File: src/core/vocmp_pkg.sv
package vocmp_pkg;

    // ------------------------------------------------------------
    // Register indices (byte address is four times the index)
    // ------------------------------------------------------------
    localparam logic [5:0] IDX_MISSILE0_OVERLAP = 6'h00;
    localparam logic [5:0] IDX_MISSILE1_OVERLAP = 6'h01;
    localparam logic [5:0] IDX_PLAYER0_OVERLAP = 6'h02;
    localparam logic [5:0] IDX_PLAYER1_OVERLAP = 6'h03;
    localparam logic [5:0] IDX_MISSILE0_FIELD = 6'h04;
    localparam logic [5:0] IDX_MISSILE1_FIELD = 6'h05;
    localparam logic [5:0] IDX_BALL_FIELD = 6'h06;
    localparam logic [5:0] IDX_PLAYER_MISSILE = 6'h07;
    localparam logic [5:0] IDX_VERTICAL_SYNC = 6'h10;
    localparam logic [5:0] IDX_VERTICAL_BLANK = 6'h11;
    localparam logic [5:0] IDX_PATTERN_UPPER = 6'h12;
    localparam logic [5:0] IDX_PATTERN_MIDDLE = 6'h13;
    localparam logic [5:0] IDX_PATTERN_LOWER = 6'h14;
    localparam logic [5:0] IDX_FIELD_CONTROL = 6'h15;
    localparam logic [5:0] IDX_PLAYER0_COLOUR = 6'h16;
    localparam logic [5:0] IDX_PLAYER1_COLOUR = 6'h17;
    localparam logic [5:0] IDX_FIELD_COLOUR = 6'h18;
    localparam logic [5:0] IDX_BACKDROP_COLOUR = 6'h19;
    localparam logic [5:0] IDX_OVERLAP_CLEAR = 6'h1A;
    localparam int IDX_LSB = 2;

    // ------------------------------------------------------------
    // Field positions
    // ------------------------------------------------------------
    localparam int CTRL_REFLECT = 0;
    localparam int CTRL_SCORE = 1;
    localparam int CTRL_PRIORITY = 2;
    localparam int CTRL_BALL_LO = 4;
    localparam int CTRL_BALL_HI = 5;
    localparam int VSYNC_BIT = 1;
    localparam int VERTICAL_BLANK_CONTROL_BIT = 1;
    localparam int VERTICAL_BLANK_CONTROL_LATCH_BIT = 6;
    localparam int VERTICAL_BLANK_CONTROL_DUMP_BIT = 7;
    localparam int OVERLAP_HI = 7;
    localparam int OVERLAP_LO = 6;
    localparam int COLOUR_HUE_HI = 7;
    localparam int COLOUR_HUE_LO = 4;
    localparam int COLOUR_LUM_HI = 3;
    localparam int COLOUR_LUM_LO = 1;

    // ------------------------------------------------------------
    // Picture geometry and timing
    // ------------------------------------------------------------
    localparam logic [7:0] HALF_LINE = 8'h50;
    localparam logic [4:0] FIELD_BITS_LAST = 5'h13;
    localparam int FIELD_BIT_SHIFT = 2;
    localparam logic [3:0] HUE_NONE = 4'h0;
    localparam logic [3:0] HUE_BURST = 4'h1;
    localparam int PHASE_STEP_NS = 20;
    localparam int CLOCK_NS = 25;
    localparam int PHASE_STEP_CYCLES =
        (PHASE_STEP_NS / CLOCK_NS) < 1 ? 1 : PHASE_STEP_NS / CLOCK_NS;
    localparam logic [7:0] RESET_BYTE = 8'h00;
    localparam logic [6:0] RESET_COLOUR = 7'h00;

    // ------------------------------------------------------------
    // Types
    // ------------------------------------------------------------
    typedef enum logic [1:0] {
        SEL_BACKDROP,
        SEL_PLAYER0,
        SEL_PLAYER1,
        SEL_FIELD
    } vocmp_sel_t;

    // Serial outputs of the moveable objects, one bit each
    typedef struct packed {
        logic player_zero;
        logic player_one;
        logic missile_zero;
        logic missile_one;
        logic ball_start;
    } vocmp_objects_t;

    // Beam timing from the line and frame counters
    typedef struct packed {
        logic [7:0] hpos;
        logic hblank;
        logic hsync;
    } vocmp_beam_t;

    // Video towards the converter and the phase shifter
    typedef struct packed {
        logic [2:0] luma;
        logic sync;
        logic blank;
        logic [3:0] hue;
        logic chroma_on;
        logic [3:0] chroma_phase;
    } vocmp_video_t;

endpackage

File: src/core/vocmp_core.sv
// Notes on behaviour
// - Priority clear: player0/missile0, player1/missile1, ball/field, backdrop.
// - Priority bit set: field and ball above both player pairs.
// - Score bit: left field half uses player0 colour, right player1.
// - Reflect bit mirrors the right half of the field pattern.
// - Ball width 1, 2, 4 or 8 clocks from control bits 5:4.
// - Two objects active in the same clock form a collision.
// - Fifteen single-bit latches, one per object pair.
// - Each overlap read returns two latches on bits 7 and 6; ball/field returns one, on bit 7.
// - Writing the clear strobe resets every latch not hit in that clock, any data.
// - Four seven-bit colour registers: player0, player1, field, backdrop.
// - Upper four bits pick hue, next three pick brightness.
// - Missiles share their player's colour register.
// - Priority select drives a four-way seven-bit colour multiplexer.
// - Luminance and sync go to video, hue lines to phase shifter.
// - Chroma carries burst during horizontal blank, no phase during vertical blank, else the hue phase.
// - Hue 0 no colour, 1 burst phase, 2..15 growing delays.
// - Vertical sync bit 1 starts sync when set, ends when cleared.
// - Vertical blank: bit 1 blank, bit 6 latch enable, bit 7 dump.
// - Field is twenty bits from three registers, four clocks each.
// - Exactly one of four select lines is active each clock.
//
// Implementation choices: register access over APB and the register addresses.
module vocmp_core #(
    parameter int BALL_CNT_W = 3
) (
    input wire logic pclk,
    input wire logic presetn,
    input wire logic psel,
    input wire logic penable,
    input wire logic pwrite,
    input wire logic [11:0] paddr,
    input wire logic [31:0] pwdata,
    output logic [31:0] prdata,
    output logic pready,
    output logic pslverr,
    input wire vocmp_pkg::vocmp_objects_t objects,
    input wire vocmp_pkg::vocmp_beam_t beam,
    output vocmp_pkg::vocmp_video_t video,
    output logic [3:0] select_lines,
    output logic vertical_sync,
    output logic vertical_blank,
    output logic input_latch_enable,
    output logic input_dump
);

    // ------------------------------------------------------------
    // State
    // ------------------------------------------------------------
    typedef struct packed {
        logic [7:0] vsync_ctl;
        logic [7:0] vertical_blank_control_ctl;
        logic [7:0] pattern_upper;
        logic [7:0] pattern_middle;
        logic [7:0] pattern_lower;
        logic [7:0] field_ctl;
        logic [3:0][6:0] colour;
        logic [15:0] overlap;
        logic [BALL_CNT_W-1:0] ball_cnt;
        logic ball_run;
        vocmp_pkg::vocmp_video_t video;
        logic [3:0] select;
    } vocmp_state_t;

    vocmp_state_t st_q;
    vocmp_state_t st_d;

    // ------------------------------------------------------------
    // Bus decode
    // ------------------------------------------------------------
    logic [5:0] idx;
    logic addr_ok;
    logic wr_en;
    logic rd_en;
    logic clear_hit;

    localparam int IDX_LSB = vocmp_pkg::IDX_LSB;

    assign idx = paddr[IDX_LSB+5:IDX_LSB];
    assign wr_en = psel && penable && pwrite;
    assign rd_en = psel && penable && !pwrite;
    assign pready = 1'b1;
    assign clear_hit = wr_en && (idx == vocmp_pkg::IDX_OVERLAP_CLEAR);

    // Map check; low address bits and upper bits must be clean
    always_comb
    begin
        addr_ok = (paddr[IDX_LSB-1:0] == 2'h0)
            && (paddr[11:IDX_LSB+6] == 4'h0);
        if (idx <= vocmp_pkg::IDX_PLAYER_MISSILE)
            addr_ok = addr_ok && !pwrite;
        else if (idx >= vocmp_pkg::IDX_VERTICAL_SYNC
            && idx <= vocmp_pkg::IDX_OVERLAP_CLEAR)
            addr_ok = addr_ok && pwrite;
        else
            addr_ok = 1'b0;
    end

    assign pslverr = psel && penable && !addr_ok;

    // Read mux; only the overlap registers read back, bits 7 and 6
    always_comb
    begin
        prdata = 32'h0000_0000;
        if (rd_en && addr_ok)
        begin
            prdata[vocmp_pkg::OVERLAP_HI] = st_q.overlap[{idx[2:0], 1'b1}];
            prdata[vocmp_pkg::OVERLAP_LO] = st_q.overlap[{idx[2:0], 1'b0}];
        end
    end

    // ------------------------------------------------------------
    // Playfield serialiser
    // ------------------------------------------------------------
    logic [19:0] pattern;
    logic right_half;
    logic [7:0] half_pos;
    logic [4:0] field_bit;
    logic field_on;

    // Twenty bits, upper nibble first, middle reversed order
    always_comb
    begin
        for (int i = 0; i < 4; i++)
            pattern[i] = st_q.pattern_upper[4+i];
        for (int i = 0; i < 8; i++)
            pattern[4+i] = st_q.pattern_middle[7-i];
        for (int i = 0; i < 8; i++)
            pattern[12+i] = st_q.pattern_lower[i];
    end

    assign right_half = beam.hpos >= vocmp_pkg::HALF_LINE;
    assign half_pos = right_half ? beam.hpos - vocmp_pkg::HALF_LINE
        : beam.hpos;

    // Each pattern bit stands for four colour clocks
    always_comb
    begin
        field_bit = half_pos[vocmp_pkg::FIELD_BIT_SHIFT+4:
            vocmp_pkg::FIELD_BIT_SHIFT];
        if (right_half && st_q.field_ctl[vocmp_pkg::CTRL_REFLECT])
            field_bit = vocmp_pkg::FIELD_BITS_LAST - field_bit;
        field_on = (field_bit <= vocmp_pkg::FIELD_BITS_LAST)
            && pattern[field_bit] && !beam.hblank;
    end

    // ------------------------------------------------------------
    // Ball stretcher
    // ------------------------------------------------------------
    logic [1:0] ball_code;
    logic [BALL_CNT_W-1:0] ball_len;
    logic ball_on;

    assign ball_code = st_q.field_ctl[vocmp_pkg::CTRL_BALL_HI:
        vocmp_pkg::CTRL_BALL_LO];
    // Extra clocks beyond the first; codes 00..11 give 1, 2, 4, 8
    assign ball_len = BALL_CNT_W'((1 << ball_code) - 1);
    assign ball_on = objects.ball_start || st_q.ball_run;

    // ------------------------------------------------------------
    // Collision and priority
    // ------------------------------------------------------------
    logic p0;
    logic p1;
    logic m0;
    logic m1;
    logic bl;
    logic pf;
    logic [15:0] hits;
    vocmp_pkg::vocmp_sel_t sel;

    assign p0 = objects.player_zero;
    assign p1 = objects.player_one;
    assign m0 = objects.missile_zero;
    assign m1 = objects.missile_one;
    assign bl = ball_on;
    assign pf = field_on;

    // Pair order follows the eight overlap read registers
    always_comb
    begin
        hits = 16'h0000;
        hits[1] = m0 && p1;
        hits[0] = m0 && p0;
        hits[3] = m1 && p0;
        hits[2] = m1 && p1;
        hits[5] = p0 && pf;
        hits[4] = p0 && bl;
        hits[7] = p1 && pf;
        hits[6] = p1 && bl;
        hits[9] = m0 && pf;
        hits[8] = m0 && bl;
        hits[11] = m1 && pf;
        hits[10] = m1 && bl;
        hits[13] = bl && pf;
        hits[15] = p0 && p1;
        hits[14] = m0 && m1;
    end

    // Priority encoder; missiles ride with their players
    always_comb
    begin
        sel = vocmp_pkg::SEL_BACKDROP;
        if (st_q.field_ctl[vocmp_pkg::CTRL_PRIORITY])
        begin
            if (pf || bl)
                sel = vocmp_pkg::SEL_FIELD;
            else if (p0 || m0)
                sel = vocmp_pkg::SEL_PLAYER0;
            else if (p1 || m1)
                sel = vocmp_pkg::SEL_PLAYER1;
        end
        else
        begin
            if (p0 || m0)
                sel = vocmp_pkg::SEL_PLAYER0;
            else if (p1 || m1)
                sel = vocmp_pkg::SEL_PLAYER1;
            else if (pf || bl)
                sel = vocmp_pkg::SEL_FIELD;
        end
    end

    // ------------------------------------------------------------
    // Colour multiplexer
    // ------------------------------------------------------------
    logic [6:0] pixel;
    logic [1:0] colour_idx;

    // Score mode recolours only the field pattern, not the ball
    always_comb
    begin
        colour_idx = 2'(sel);
        if (sel == vocmp_pkg::SEL_FIELD && pf && !bl
            && st_q.field_ctl[vocmp_pkg::CTRL_SCORE])
            colour_idx = right_half ? 2'(vocmp_pkg::SEL_PLAYER1)
                : 2'(vocmp_pkg::SEL_PLAYER0);
        pixel = st_q.colour[colour_idx];
    end

    // ------------------------------------------------------------
    // Next state
    // ------------------------------------------------------------
    logic blanked;
    logic [3:0] hue_now;

    assign blanked = beam.hblank
        || st_q.vertical_blank_control_ctl[vocmp_pkg::VERTICAL_BLANK_CONTROL_BIT];
    assign hue_now = pixel[vocmp_pkg::COLOUR_HUE_HI-1:
        vocmp_pkg::COLOUR_HUE_LO-1];

    always_comb
    begin
        st_d = st_q;
        // Register writes
        if (wr_en && addr_ok)
        begin
            if (idx == vocmp_pkg::IDX_VERTICAL_SYNC)
                st_d.vsync_ctl = pwdata[7:0];
            else if (idx == vocmp_pkg::IDX_VERTICAL_BLANK)
                st_d.vertical_blank_control_ctl = pwdata[7:0];
            else if (idx == vocmp_pkg::IDX_PATTERN_UPPER)
                st_d.pattern_upper = pwdata[7:0];
            else if (idx == vocmp_pkg::IDX_PATTERN_MIDDLE)
                st_d.pattern_middle = pwdata[7:0];
            else if (idx == vocmp_pkg::IDX_PATTERN_LOWER)
                st_d.pattern_lower = pwdata[7:0];
            else if (idx == vocmp_pkg::IDX_FIELD_CONTROL)
                st_d.field_ctl = pwdata[7:0];
            else if (idx == vocmp_pkg::IDX_PLAYER0_COLOUR)
                st_d.colour[vocmp_pkg::SEL_PLAYER0] = pwdata[7:1];
            else if (idx == vocmp_pkg::IDX_PLAYER1_COLOUR)
                st_d.colour[vocmp_pkg::SEL_PLAYER1] = pwdata[7:1];
            else if (idx == vocmp_pkg::IDX_FIELD_COLOUR)
                st_d.colour[vocmp_pkg::SEL_FIELD] = pwdata[7:1];
            else if (idx == vocmp_pkg::IDX_BACKDROP_COLOUR)
                st_d.colour[vocmp_pkg::SEL_BACKDROP] = pwdata[7:1];
        end
        // Latches hold until cleared; a hit in the clear cycle wins
        if (clear_hit)
            st_d.overlap = 16'h0000;
        st_d.overlap = st_d.overlap | hits;
        // Ball run counter
        if (objects.ball_start)
        begin
            st_d.ball_cnt = ball_len;
            st_d.ball_run = ball_len != '0;
        end
        else if (st_q.ball_run)
        begin
            st_d.ball_cnt = st_q.ball_cnt - 1'b1;
            st_d.ball_run = st_q.ball_cnt > 1;
        end
        // Pixel outputs, registered
        st_d.video.blank = blanked;
        st_d.video.sync = beam.hsync
            || st_q.vsync_ctl[vocmp_pkg::VSYNC_BIT];
        st_d.video.luma = blanked ? 3'h0
            : pixel[vocmp_pkg::COLOUR_LUM_HI-1:
                vocmp_pkg::COLOUR_LUM_LO-1];
        st_d.video.hue = hue_now;
        // Burst on horizontal blank, else hue-selected phase, none for hue 0 or vertical blank
        if (beam.hblank)
        begin
            st_d.video.chroma_on = 1'b1;
            st_d.video.chroma_phase = vocmp_pkg::HUE_BURST;
        end
        else
        begin
            st_d.video.chroma_on = !blanked
                && hue_now != vocmp_pkg::HUE_NONE;
            st_d.video.chroma_phase = blanked ? vocmp_pkg::HUE_NONE
                : hue_now;
        end
        st_d.select = 4'h1 << sel;
    end

    // ------------------------------------------------------------
    // State register
    // ------------------------------------------------------------
    always_ff @(posedge pclk or negedge presetn)
    begin
        if (!presetn)
        begin
            st_q.vsync_ctl <= vocmp_pkg::RESET_BYTE;
            st_q.vertical_blank_control_ctl <= vocmp_pkg::RESET_BYTE;
            st_q.pattern_upper <= vocmp_pkg::RESET_BYTE;
            st_q.pattern_middle <= vocmp_pkg::RESET_BYTE;
            st_q.pattern_lower <= vocmp_pkg::RESET_BYTE;
            st_q.field_ctl <= vocmp_pkg::RESET_BYTE;
            st_q.colour <= {4{vocmp_pkg::RESET_COLOUR}};
            st_q.overlap <= 16'h0000;
            st_q.ball_cnt <= '0;
            st_q.ball_run <= 1'b0;
            st_q.video <= '0;
            st_q.select <= 4'h1;
        end
        else
            st_q <= st_d;
    end

    // ------------------------------------------------------------
    // Outputs
    // ------------------------------------------------------------
    // Phase delay itself is analog; the code leaves on chroma_phase
    assign video = st_q.video;
    assign select_lines = st_q.select;
    assign vertical_sync = st_q.vsync_ctl[vocmp_pkg::VSYNC_BIT];
    assign vertical_blank = st_q.vertical_blank_control_ctl[vocmp_pkg::VERTICAL_BLANK_CONTROL_BIT];
    assign input_latch_enable =
        st_q.vertical_blank_control_ctl[vocmp_pkg::VERTICAL_BLANK_CONTROL_LATCH_BIT];
    assign input_dump = st_q.vertical_blank_control_ctl[vocmp_pkg::VERTICAL_BLANK_CONTROL_DUMP_BIT];

endmodule

File: config.mk
export PLATFORM = sky130hd
export DESIGN_NAME = vocmp_core
export DESIGN_NICKNAME = d
export VERILOG_FILES = /design/src/core/vocmp_pkg.sv /design/src/core/vocmp_core.sv
export SDC_FILE = /design/constraint.sdc
export NUM_CORES = 1
export LEC_CHECK = 0
export ABC_AREA = 1
export ABC_CLOCK_PERIOD_IN_PS = 3400
export BUFFER_PORTS_ARGS = -buffer_cell sky130_fd_sc_hd__buf_2
export CAP_MARGIN = 20
export CORE_AREA = 10 10 96 120
export DETAILED_ROUTE_END_ITERATION = 12
export DIE_AREA = 0 0 106 130
export PLACE_DENSITY = 0.79
export SLEW_MARGIN = 15
export SYNTH_ARGS = -nofsm -noshare
export SYNTH_HDL_FRONTEND = slang
export SYNTH_SLANG_ARGS = --single-unit
export TNS_END_PERCENT = 5
File: constraint.sdc
create_clock -name pclk -period 3.4 [get_ports pclk]
set_input_delay 0.68 -clock pclk [delete_from_list [all_inputs] [get_ports pclk]]
set_output_delay 0.68 -clock pclk [all_outputs]
set_load 0.01 [all_outputs]
# Yosys cells after proc, flatten, opt, wreduce, memory -nomap -nowiden
# Cells that the tools add are included.
# W data, S select, Z words.
# word_totals
in_bits,64
output_inout_bits,56
reg_bits,106
# op_classes
reduce_logical,59
magnitude_cmp,10
mux,28
shift,2
n_bitwise,10
n_eq_ne,12
add_sub_neg,4
# ops
operator,n
$eq A6 B5 Y1 const B,11
$logic_and A1 B1 Y1,33
$mux W2,10
$mux W16,1
$or A16 B16 Y16,1
$bmux W7 S2,1
$mux W7,2
$mux W4,3
$reduce_and A11 Y1,1
$lt A4 B5 Y1 const B,2
$mux W5,2
$reduce_and A10 Y1,1
$not A1 Y1,9
$reduce_and A9 Y1,1
$ge A8 B7 Y1 const B,1
$reduce_and A8 Y1,1
$reduce_and A7 Y1,1
$sub A7 B7 Y7 const B,1
$bmux W1 S3,2
$ge A6 B5 Y1 const B,1
$le A6 B3 Y1 const B,1
$le A6 B5 Y1 const B,1
$logic_or A1 B1 Y1,6
$lt A5 B6 Y1 const B,1
23 further kinds,31

# Logic depth before layout (Yosys ltp)
# Gate-level depths: netlist of the first run.
# logic_depth
ltp_word,23
ltp_mapped,28
depth_no_buf,26

# Worst setup path before layout of the first run
# No wires, ideal clock.
# synth_path
path_type,input to register
start,input beam[7] (netlist bit)
end,register video[4] (netlist name)
slack_ns,-0.112
required_ns,3.281
stages,26
arrival_ns,3.394
path_cell_list,inv_1 > ha_1 > nand3_2 > o21ai_2 > buf_6 > xor2_2 > inv_1 > ha_1 > inv_1 > o21ai_0 > inv_1 > nand3_1 > nand3_2 > nand2_2 > nand2_4 > nand3_2 > nand2_2 > o21ai_4 > nand2_2 > buf_6 > o21bai_2 > nand2_1 > nand2_2 > nand2_1 > nand2_1 > nand2_1
# synth_rtl
item,line,text
from (decl),vocmp_core.sv:38,"input wire vocmp_pkg::vocmp_beam_t beam,"

==> out/metrics.yaml, run 1 <==
clock_network:
  worstSkewPairLatency_ns: 0.35
  clock_sinks: 94
  clockBufferDepth: 2
  ctsHoldBuffers: 0
  cts_inserted_buffers: 9
  clk_pin_slew_ns: 0.06
  cts_tree: "yes"
  clock-root-buffer: "clkbuf_16"
  htreeDepth: 3
critical_path:
  worstSetupPathType: "in2reg"
  crit_fanout: 7
  reg2reg_to: "video[13]"
  reg2reg_from: "st_q[66]"
  reg2regPathDepth: 16
  critPathArrivalTime_ns: 3.57
  cp_num_buf_inv: 8
  worst_path_most_repeated_cell: "inv_2"
  slowest_stage: "ha_4"
  worstPathRequired_ns: 3.67
  r2r_setup_slack_ns: 0.67
  cpPeakStageDelay_ns: 0.26
  startpoint_type: "input pin"
  crit_family: "simple AND/OR/NAND/NOR gates"
  crit_path_end_kind: "flop"
floorplanning:
  die_y_um: 130
  start_util_pct: 52.18
  fp.dieW_um: 106
  num_rows: 40
  dieArea_um2: 13780
  io_pins: 120
  core_area_um2: 9309
power:
  p_leak_nw: 2.935
  ir_drop_mv: 0.2422
  power_density_nw_per_um2: 416.5
final_layout:
  drive_gt1_share_pct: 25.23
  fillers: 779
  nets: 731
  layout_commonest_cell: "nand2_1"
  final_cell_mix: "118 x nand2_1, 93 x dfrtp_1, 69 x o21ai_0"
  fin_util_pct: 61.49
  area_growth_pct: 17.85
  antenna_cells: 0
synthesis:
  synth_compound_area_share_pct: 12.98
  ys_warn_count: 0
  async_flop_share_pct: 100.0
  synth_area_per_cell_um2: 8.317
  synth_mux_area_share_pct: 0
  synth_cell_type_count: 37
  yosys_most_used_dff: "dfrtp_1"
  synth_enable_flop_cells: 0
  syn-cell-area_um2: 4857
  synth_top_family_by_area: "simple AND/OR/NAND/NOR gates"
  ys_seq_area_share_pct: 48.45
  synthAdderAreaFrac_pct: 1.288
  ys_ff_latch: 94
  synthCells: 584
  synthXorXnorAreaFrac_pct: 0.6955
  synth-simple-area-share_pct: 22.41
global_routing:
  grt_max_degree: 66
  track_usage_pct: 17.17
  grt-busiest-layer: "met2"
  grt_overflow: 0
  first_global_vias: 4125
  met3_usage_pct: 5.279
  use_met2_pct: 30.54
  grt_pass1_wl_mm: 19.34
  antenna_found_initial: 0
  use_met1_pct: 18.27
timing:
  max_freq_ghz: 0.3031
  slew_headroom_pct: 45.84
  final-setup-viol-count: 0
  fin_crit_sh_pct: 97.03
  clock_skew_ns: 0.006806
  slew_violations: 0
  worst_slack_ns: 0.1008
  hold_viol: 0
  post-route-min-period_ns: 3.299
  tightest_slew_ns: 0.8125
place:
  dp_hpwl_mm: 8.595
  pre_cts_ws_ns: -0.3274
  gp_congestion: 0.8749
  io_buffers: 64
detailed_routing:
  via_per_inst: 5.183
  via_count: 4105
  antenna_left: 0
  drt-initial-drc-count: 319
  routed_wirelength_mm: 12.00
  dr.pass1.iters: 7
  routedWlPerCell_um: 15.15
  drc: 0
run_status:
  status: "finished, final reports clean"
min_path:
  min_path_type: "in2async"
job:
  cap_violations: 0
-- stage by stage --
stage          power (W)  instances  instance area (um^2)  hold WS, ns  setup TNS (ns)
2_1_floorplan   0.001339        613                  4979       0.3844               0
6_report        0.002384        792                  5724       0.4160               0
3_5_place_dp    0.001414        770                  5233       0.4689          -2.415
3_3_place_gp    0.001407        770                  5233       0.4610          -1.185
5_1_grt         0.002471        792                  5724       0.4845         -0.2852
4_1_cts         0.002356        785                  5517       0.4480               0
-- cell usage after synthesis, types with 5 or more instances --
cell,number,area [um^2]
clkbuf_1,7,26.28
nand3_2,6,60.06
inv_1,65,244.0
nor2_1,41,153.9
nand2_1,124,465.5
nand3_1,34,170.2
ha_1,5,62.56
dfrtp_1,93,2327
buf_4,49,367.9
nor3_1,8,40.04
nand2_2,10,62.56
o22ai_1,22,137.6
o21ai_0,72,360.4
a21oi_1,10,50.05
-- layout make-up --
cell class	count	area, um^2	area share [%]
clock buffers	11	252.7	4.415
clock inverters	4	31.28	0.5464
inverters	69	266.5	4.656
multi-input cells	391	2076	36.26
flip-flops and latches	94	2354	41.11
well taps	126	157.7	2.754
repair buffers	97	586.8	10.25
-- where the power goes --
part / internal, W / switching (W) / total (W)
Clock: 0.000534 / 0.000417 / 0.000951
Sequential: 0.00113 / 0.00000436 / 0.00114
Combinational: 0.000106 / 0.000189 / 0.000295
-- registers in the layout (all words and copies together) (netlist names), 2 cells and up --
signal,flops
ball_code,2
pattern,20
select_lines,4
st_q,50
video,14
-- worst max-delay path by stage --
stage                       start   endpoint  slack (ns)  cells past startpoint
after floorplan           beam[7]   video[4]        0.01                     27
after detailed placement  beam[7]   video[4]       -0.33                     27
final                     beam[6]  video[13]        0.10                     25
after global placement    beam[7]   video[4]       -0.19                     27
after global routing      beam[6]  video[13]       -0.09                     25
after CTS                 beam[7]   video[4]        0.04                     27
-- logic make-up after synthesis --
logic type,after synthesis
compound gates,114
xor+xnor,3
fa+ha+maj,5
buf+inv,128
flops,94
other cells,2
simple gates,238
-- metal layers --
metal  vias up  share of wire (%)
met1      1975                 39
met5         -                  0
li1       1973                  -
met3        12                7.5
met2       145                 52
met4         0                1.6
-- what timing repair did --
item / in CTS / in global routing
gates resized for setup: 0 / 42
buffers inserted: 0 / 7
setup endpoints to repair: 0 / 12
Power figures use the tool's default switching activity.
==> inputs of run 2 (changes only) <==
--- a/config.mk
+++ b/config.mk
@@ -12,7 +12,7 @@
 export CORE_AREA = 10 10 96 120
 export DETAILED_ROUTE_END_ITERATION = 12
 export DIE_AREA = 0 0 106 130
-export PLACE_DENSITY = 0.79
+export PLACE_DENSITY = 0.87
 export SLEW_MARGIN = 15
 export SYNTH_ARGS = -nofsm -noshare
 export SYNTH_HDL_FRONTEND = slang
==> run 2 against run 1 <==
Worst setup slack improved by 0.014 ns. Sequential cell count unchanged. Count of clock-buffer cells in the layout is the same. Global-route usage increased by 0.087 points. Clock power is 2% higher. Wire length increased by 0.58%. Largest cell class unchanged.
==> out/metrics.yaml, run 2 (same netlist as run 1, synthesis figures left out) <==
power:
  power_density_nw_per_um2: 417.5
  total_power_w: 0.002400
  p_leak_nw: 2.954
  ir_drop_mv: 0.2456
final_layout:
  largest_register: "st_q"
  area_growth_pct: 18.34
  largest_reg_flops: 50
  stdcell_count: 790
  antenna_cells: 0
  layout_commonest_cell: "nand2_1"
  fin_area_um2: 5748
  fin_util_pct: 61.75
  drive_gt1_share_pct: 25.30
  final_cell_mix: "116 x nand2_1, 93 x dfrtp_1, 69 x o21ai_0"
  nets: 728
timing:
  final-setup-viol-count: 0
  fin_crit_sh_pct: 96.61
  post-route-min-period_ns: 3.285
  hold_viol: 0
  slew_headroom_pct: 48.41
  max_freq_ghz: 0.3044
  tightest_slew_ns: 0.7738
  rsz0062_at_grt: "true"
  slew_violations: 0
  clock_skew_ns: 0.01019
  worst_slack_ns: 0.1151
clock_network:
  clock-root-buffer: "clkbuf_16"
  clk_pin_slew_ns: 0.06
  worstSkewPairLatency_ns: 0.35
  clockBufferDepth: 2
  cts_inserted_buffers: 9
  htreeDepth: 3
  cts_tree: "yes"
  clock_sinks: 94
critical_path:
  startpoint_type: "input pin"
  critPathArrivalTime_ns: 3.57
  crit_fanout: 8
  worstPathRequired_ns: 3.69
  worstSetupPathType: "in2reg"
  reg2reg_to: "video[4]"
  crit_path_end_kind: "flop"
  reg2regPathDepth: 16
  cp_cell_sequence: "buf_8 > inv_8 > ha_4 > nand3_4 > o21ai_4 > xor2_2 > inv_2 > ha_4 > inv_2 > o21ai_2 > inv_1 > nand3_2 > nand3_2 > nand2_4 > nand4_1 > inv_2 > nand4_4 > nand2_4 > nor2_2 > o21ai_1 > nand2_2 > nand2_1 > nand2_1 > nand2_1"
  r2r_setup_slack_ns: 0.71
  cpPeakStageDelay_ns: 0.26
  cp_num_buf_inv: 6
  cp.depth: 24
  reg2reg_from: "st_q[66]"
  slowest_stage: "ha_4"
  crit_family: "simple AND/OR/NAND/NOR gates"
place:
  gp_congestion: 0.9082
  dp_hpwl_mm: 8.778
  io_buffers: 64
  dp.cells: 770
  place_area_um2: 5233
  pre_cts_ws_ns: -0.3391
floorplanning:
  die_y_um: 130
  io_pins: 120
  start_util_pct: 52.18
  dieArea_um2: 13780
  fp.dieW_um: 106
  core_area_um2: 9309
  num_rows: 40
job:
  cap_violations: 0
detailed_routing:
  via_per_inst: 5.259
  routed_wirelength_mm: 12.07
  antenna_left: 0
  routedWlPerCell_um: 15.27
  route.met3.wl_um: 937
  top_layer_used: "met4"
  via_count: 4155
  wl_met1_mm: 4.781
  wl_met2_mm: 6.079
  drc: 0
  dr.pass1.iters: 6
  drt-initial-drc-count: 348
global_routing:
  track_usage_pct: 17.26
  first_global_vias: 4096
  grt_overflow: 0
  grt_max_degree: 62
  grt_pass1_wl_mm: 19.45
  antenna_found_initial: 0
min_path:
  min_path_type: "in2async"
run_status:
  status: "finished, final reports clean"
run 2: cell count changes in the layout (fill, tap and decap cells not counted), moves of 2 or more:
cell / change
clkinvlp_4: -3
nand2_2: +2
nand2_1: -2
inv_6: +4
inv_2: -4
buf_4: -5
run 2: layout make-up:
type | count | area, um^2
fillers | 774 | 3561
flip-flops and latches | 94 | 2354
multi-input cells | 391 | 2097
repair buffers | 94 | 575.6
inverters | 69 | 281.5
clock buffers | 11 | 242.7
well taps | 126 | 157.7
clock inverters | 5 | 40.04
run 2: worst max-delay path by stage:
stage | startpoint | endpoint | slack, ns
floorplan | beam[7] | video[4] | 0.01
global placement | beam[7] | video[4] | -0.16
detailed placement | beam[7] | video[4] | -0.34
CTS | beam[7] | video[4] | 0.02
global route | beam[7] | video[4] | -0.09
finish | beam[7] | video[4] | 0.12
run 2: where the power goes:
| group | internal (W) | total [W] | switching (W) | leakage, nW |
|---|---|---|---|---|
| clock network | 0.000525 | 0.000971 | 0.000445 | 0.141 |
| logic | 0.000104 | 0.000291 | 0.000187 | 1.60 |
| registers | 0.00113 | 0.00114 | 0.00000445 | 1.21 |
run 2: layer usage:
| layer | vias to the layer above | global-route usage (%) |
|---|---|---|
| li1 | 1964 | - |
| met1 | 1976 | 19.60 |
| met2 | 192 | 28.57 |
| met3 | 23 | 5.180 |
| met4 | 0 | 9.577 |
| met5 | - | 0 |
run 2: through the flow:
| step | setup TNS (ns) | hold WS (ns) |
|---|---|---|
| 2_1_floorplan | 0 | 0.3844 |
| 3_3_place_gp | -0.8750 | 0.4609 |
| 3_5_place_dp | -2.949 | 0.4720 |
| 4_1_cts | 0 | 0.4356 |
| 5_1_grt | -0.2952 | 0.4660 |
| 6_report | 0 | 0.3895 |
run 2: what timing repair did:
item,in CTS,in global routing
pin swaps,0,29
hold endpoints to repair,0,0
buffers inserted,0,4
resized for setup,2,53
setup endpoints to repair,4,12
hold buffers,0,0
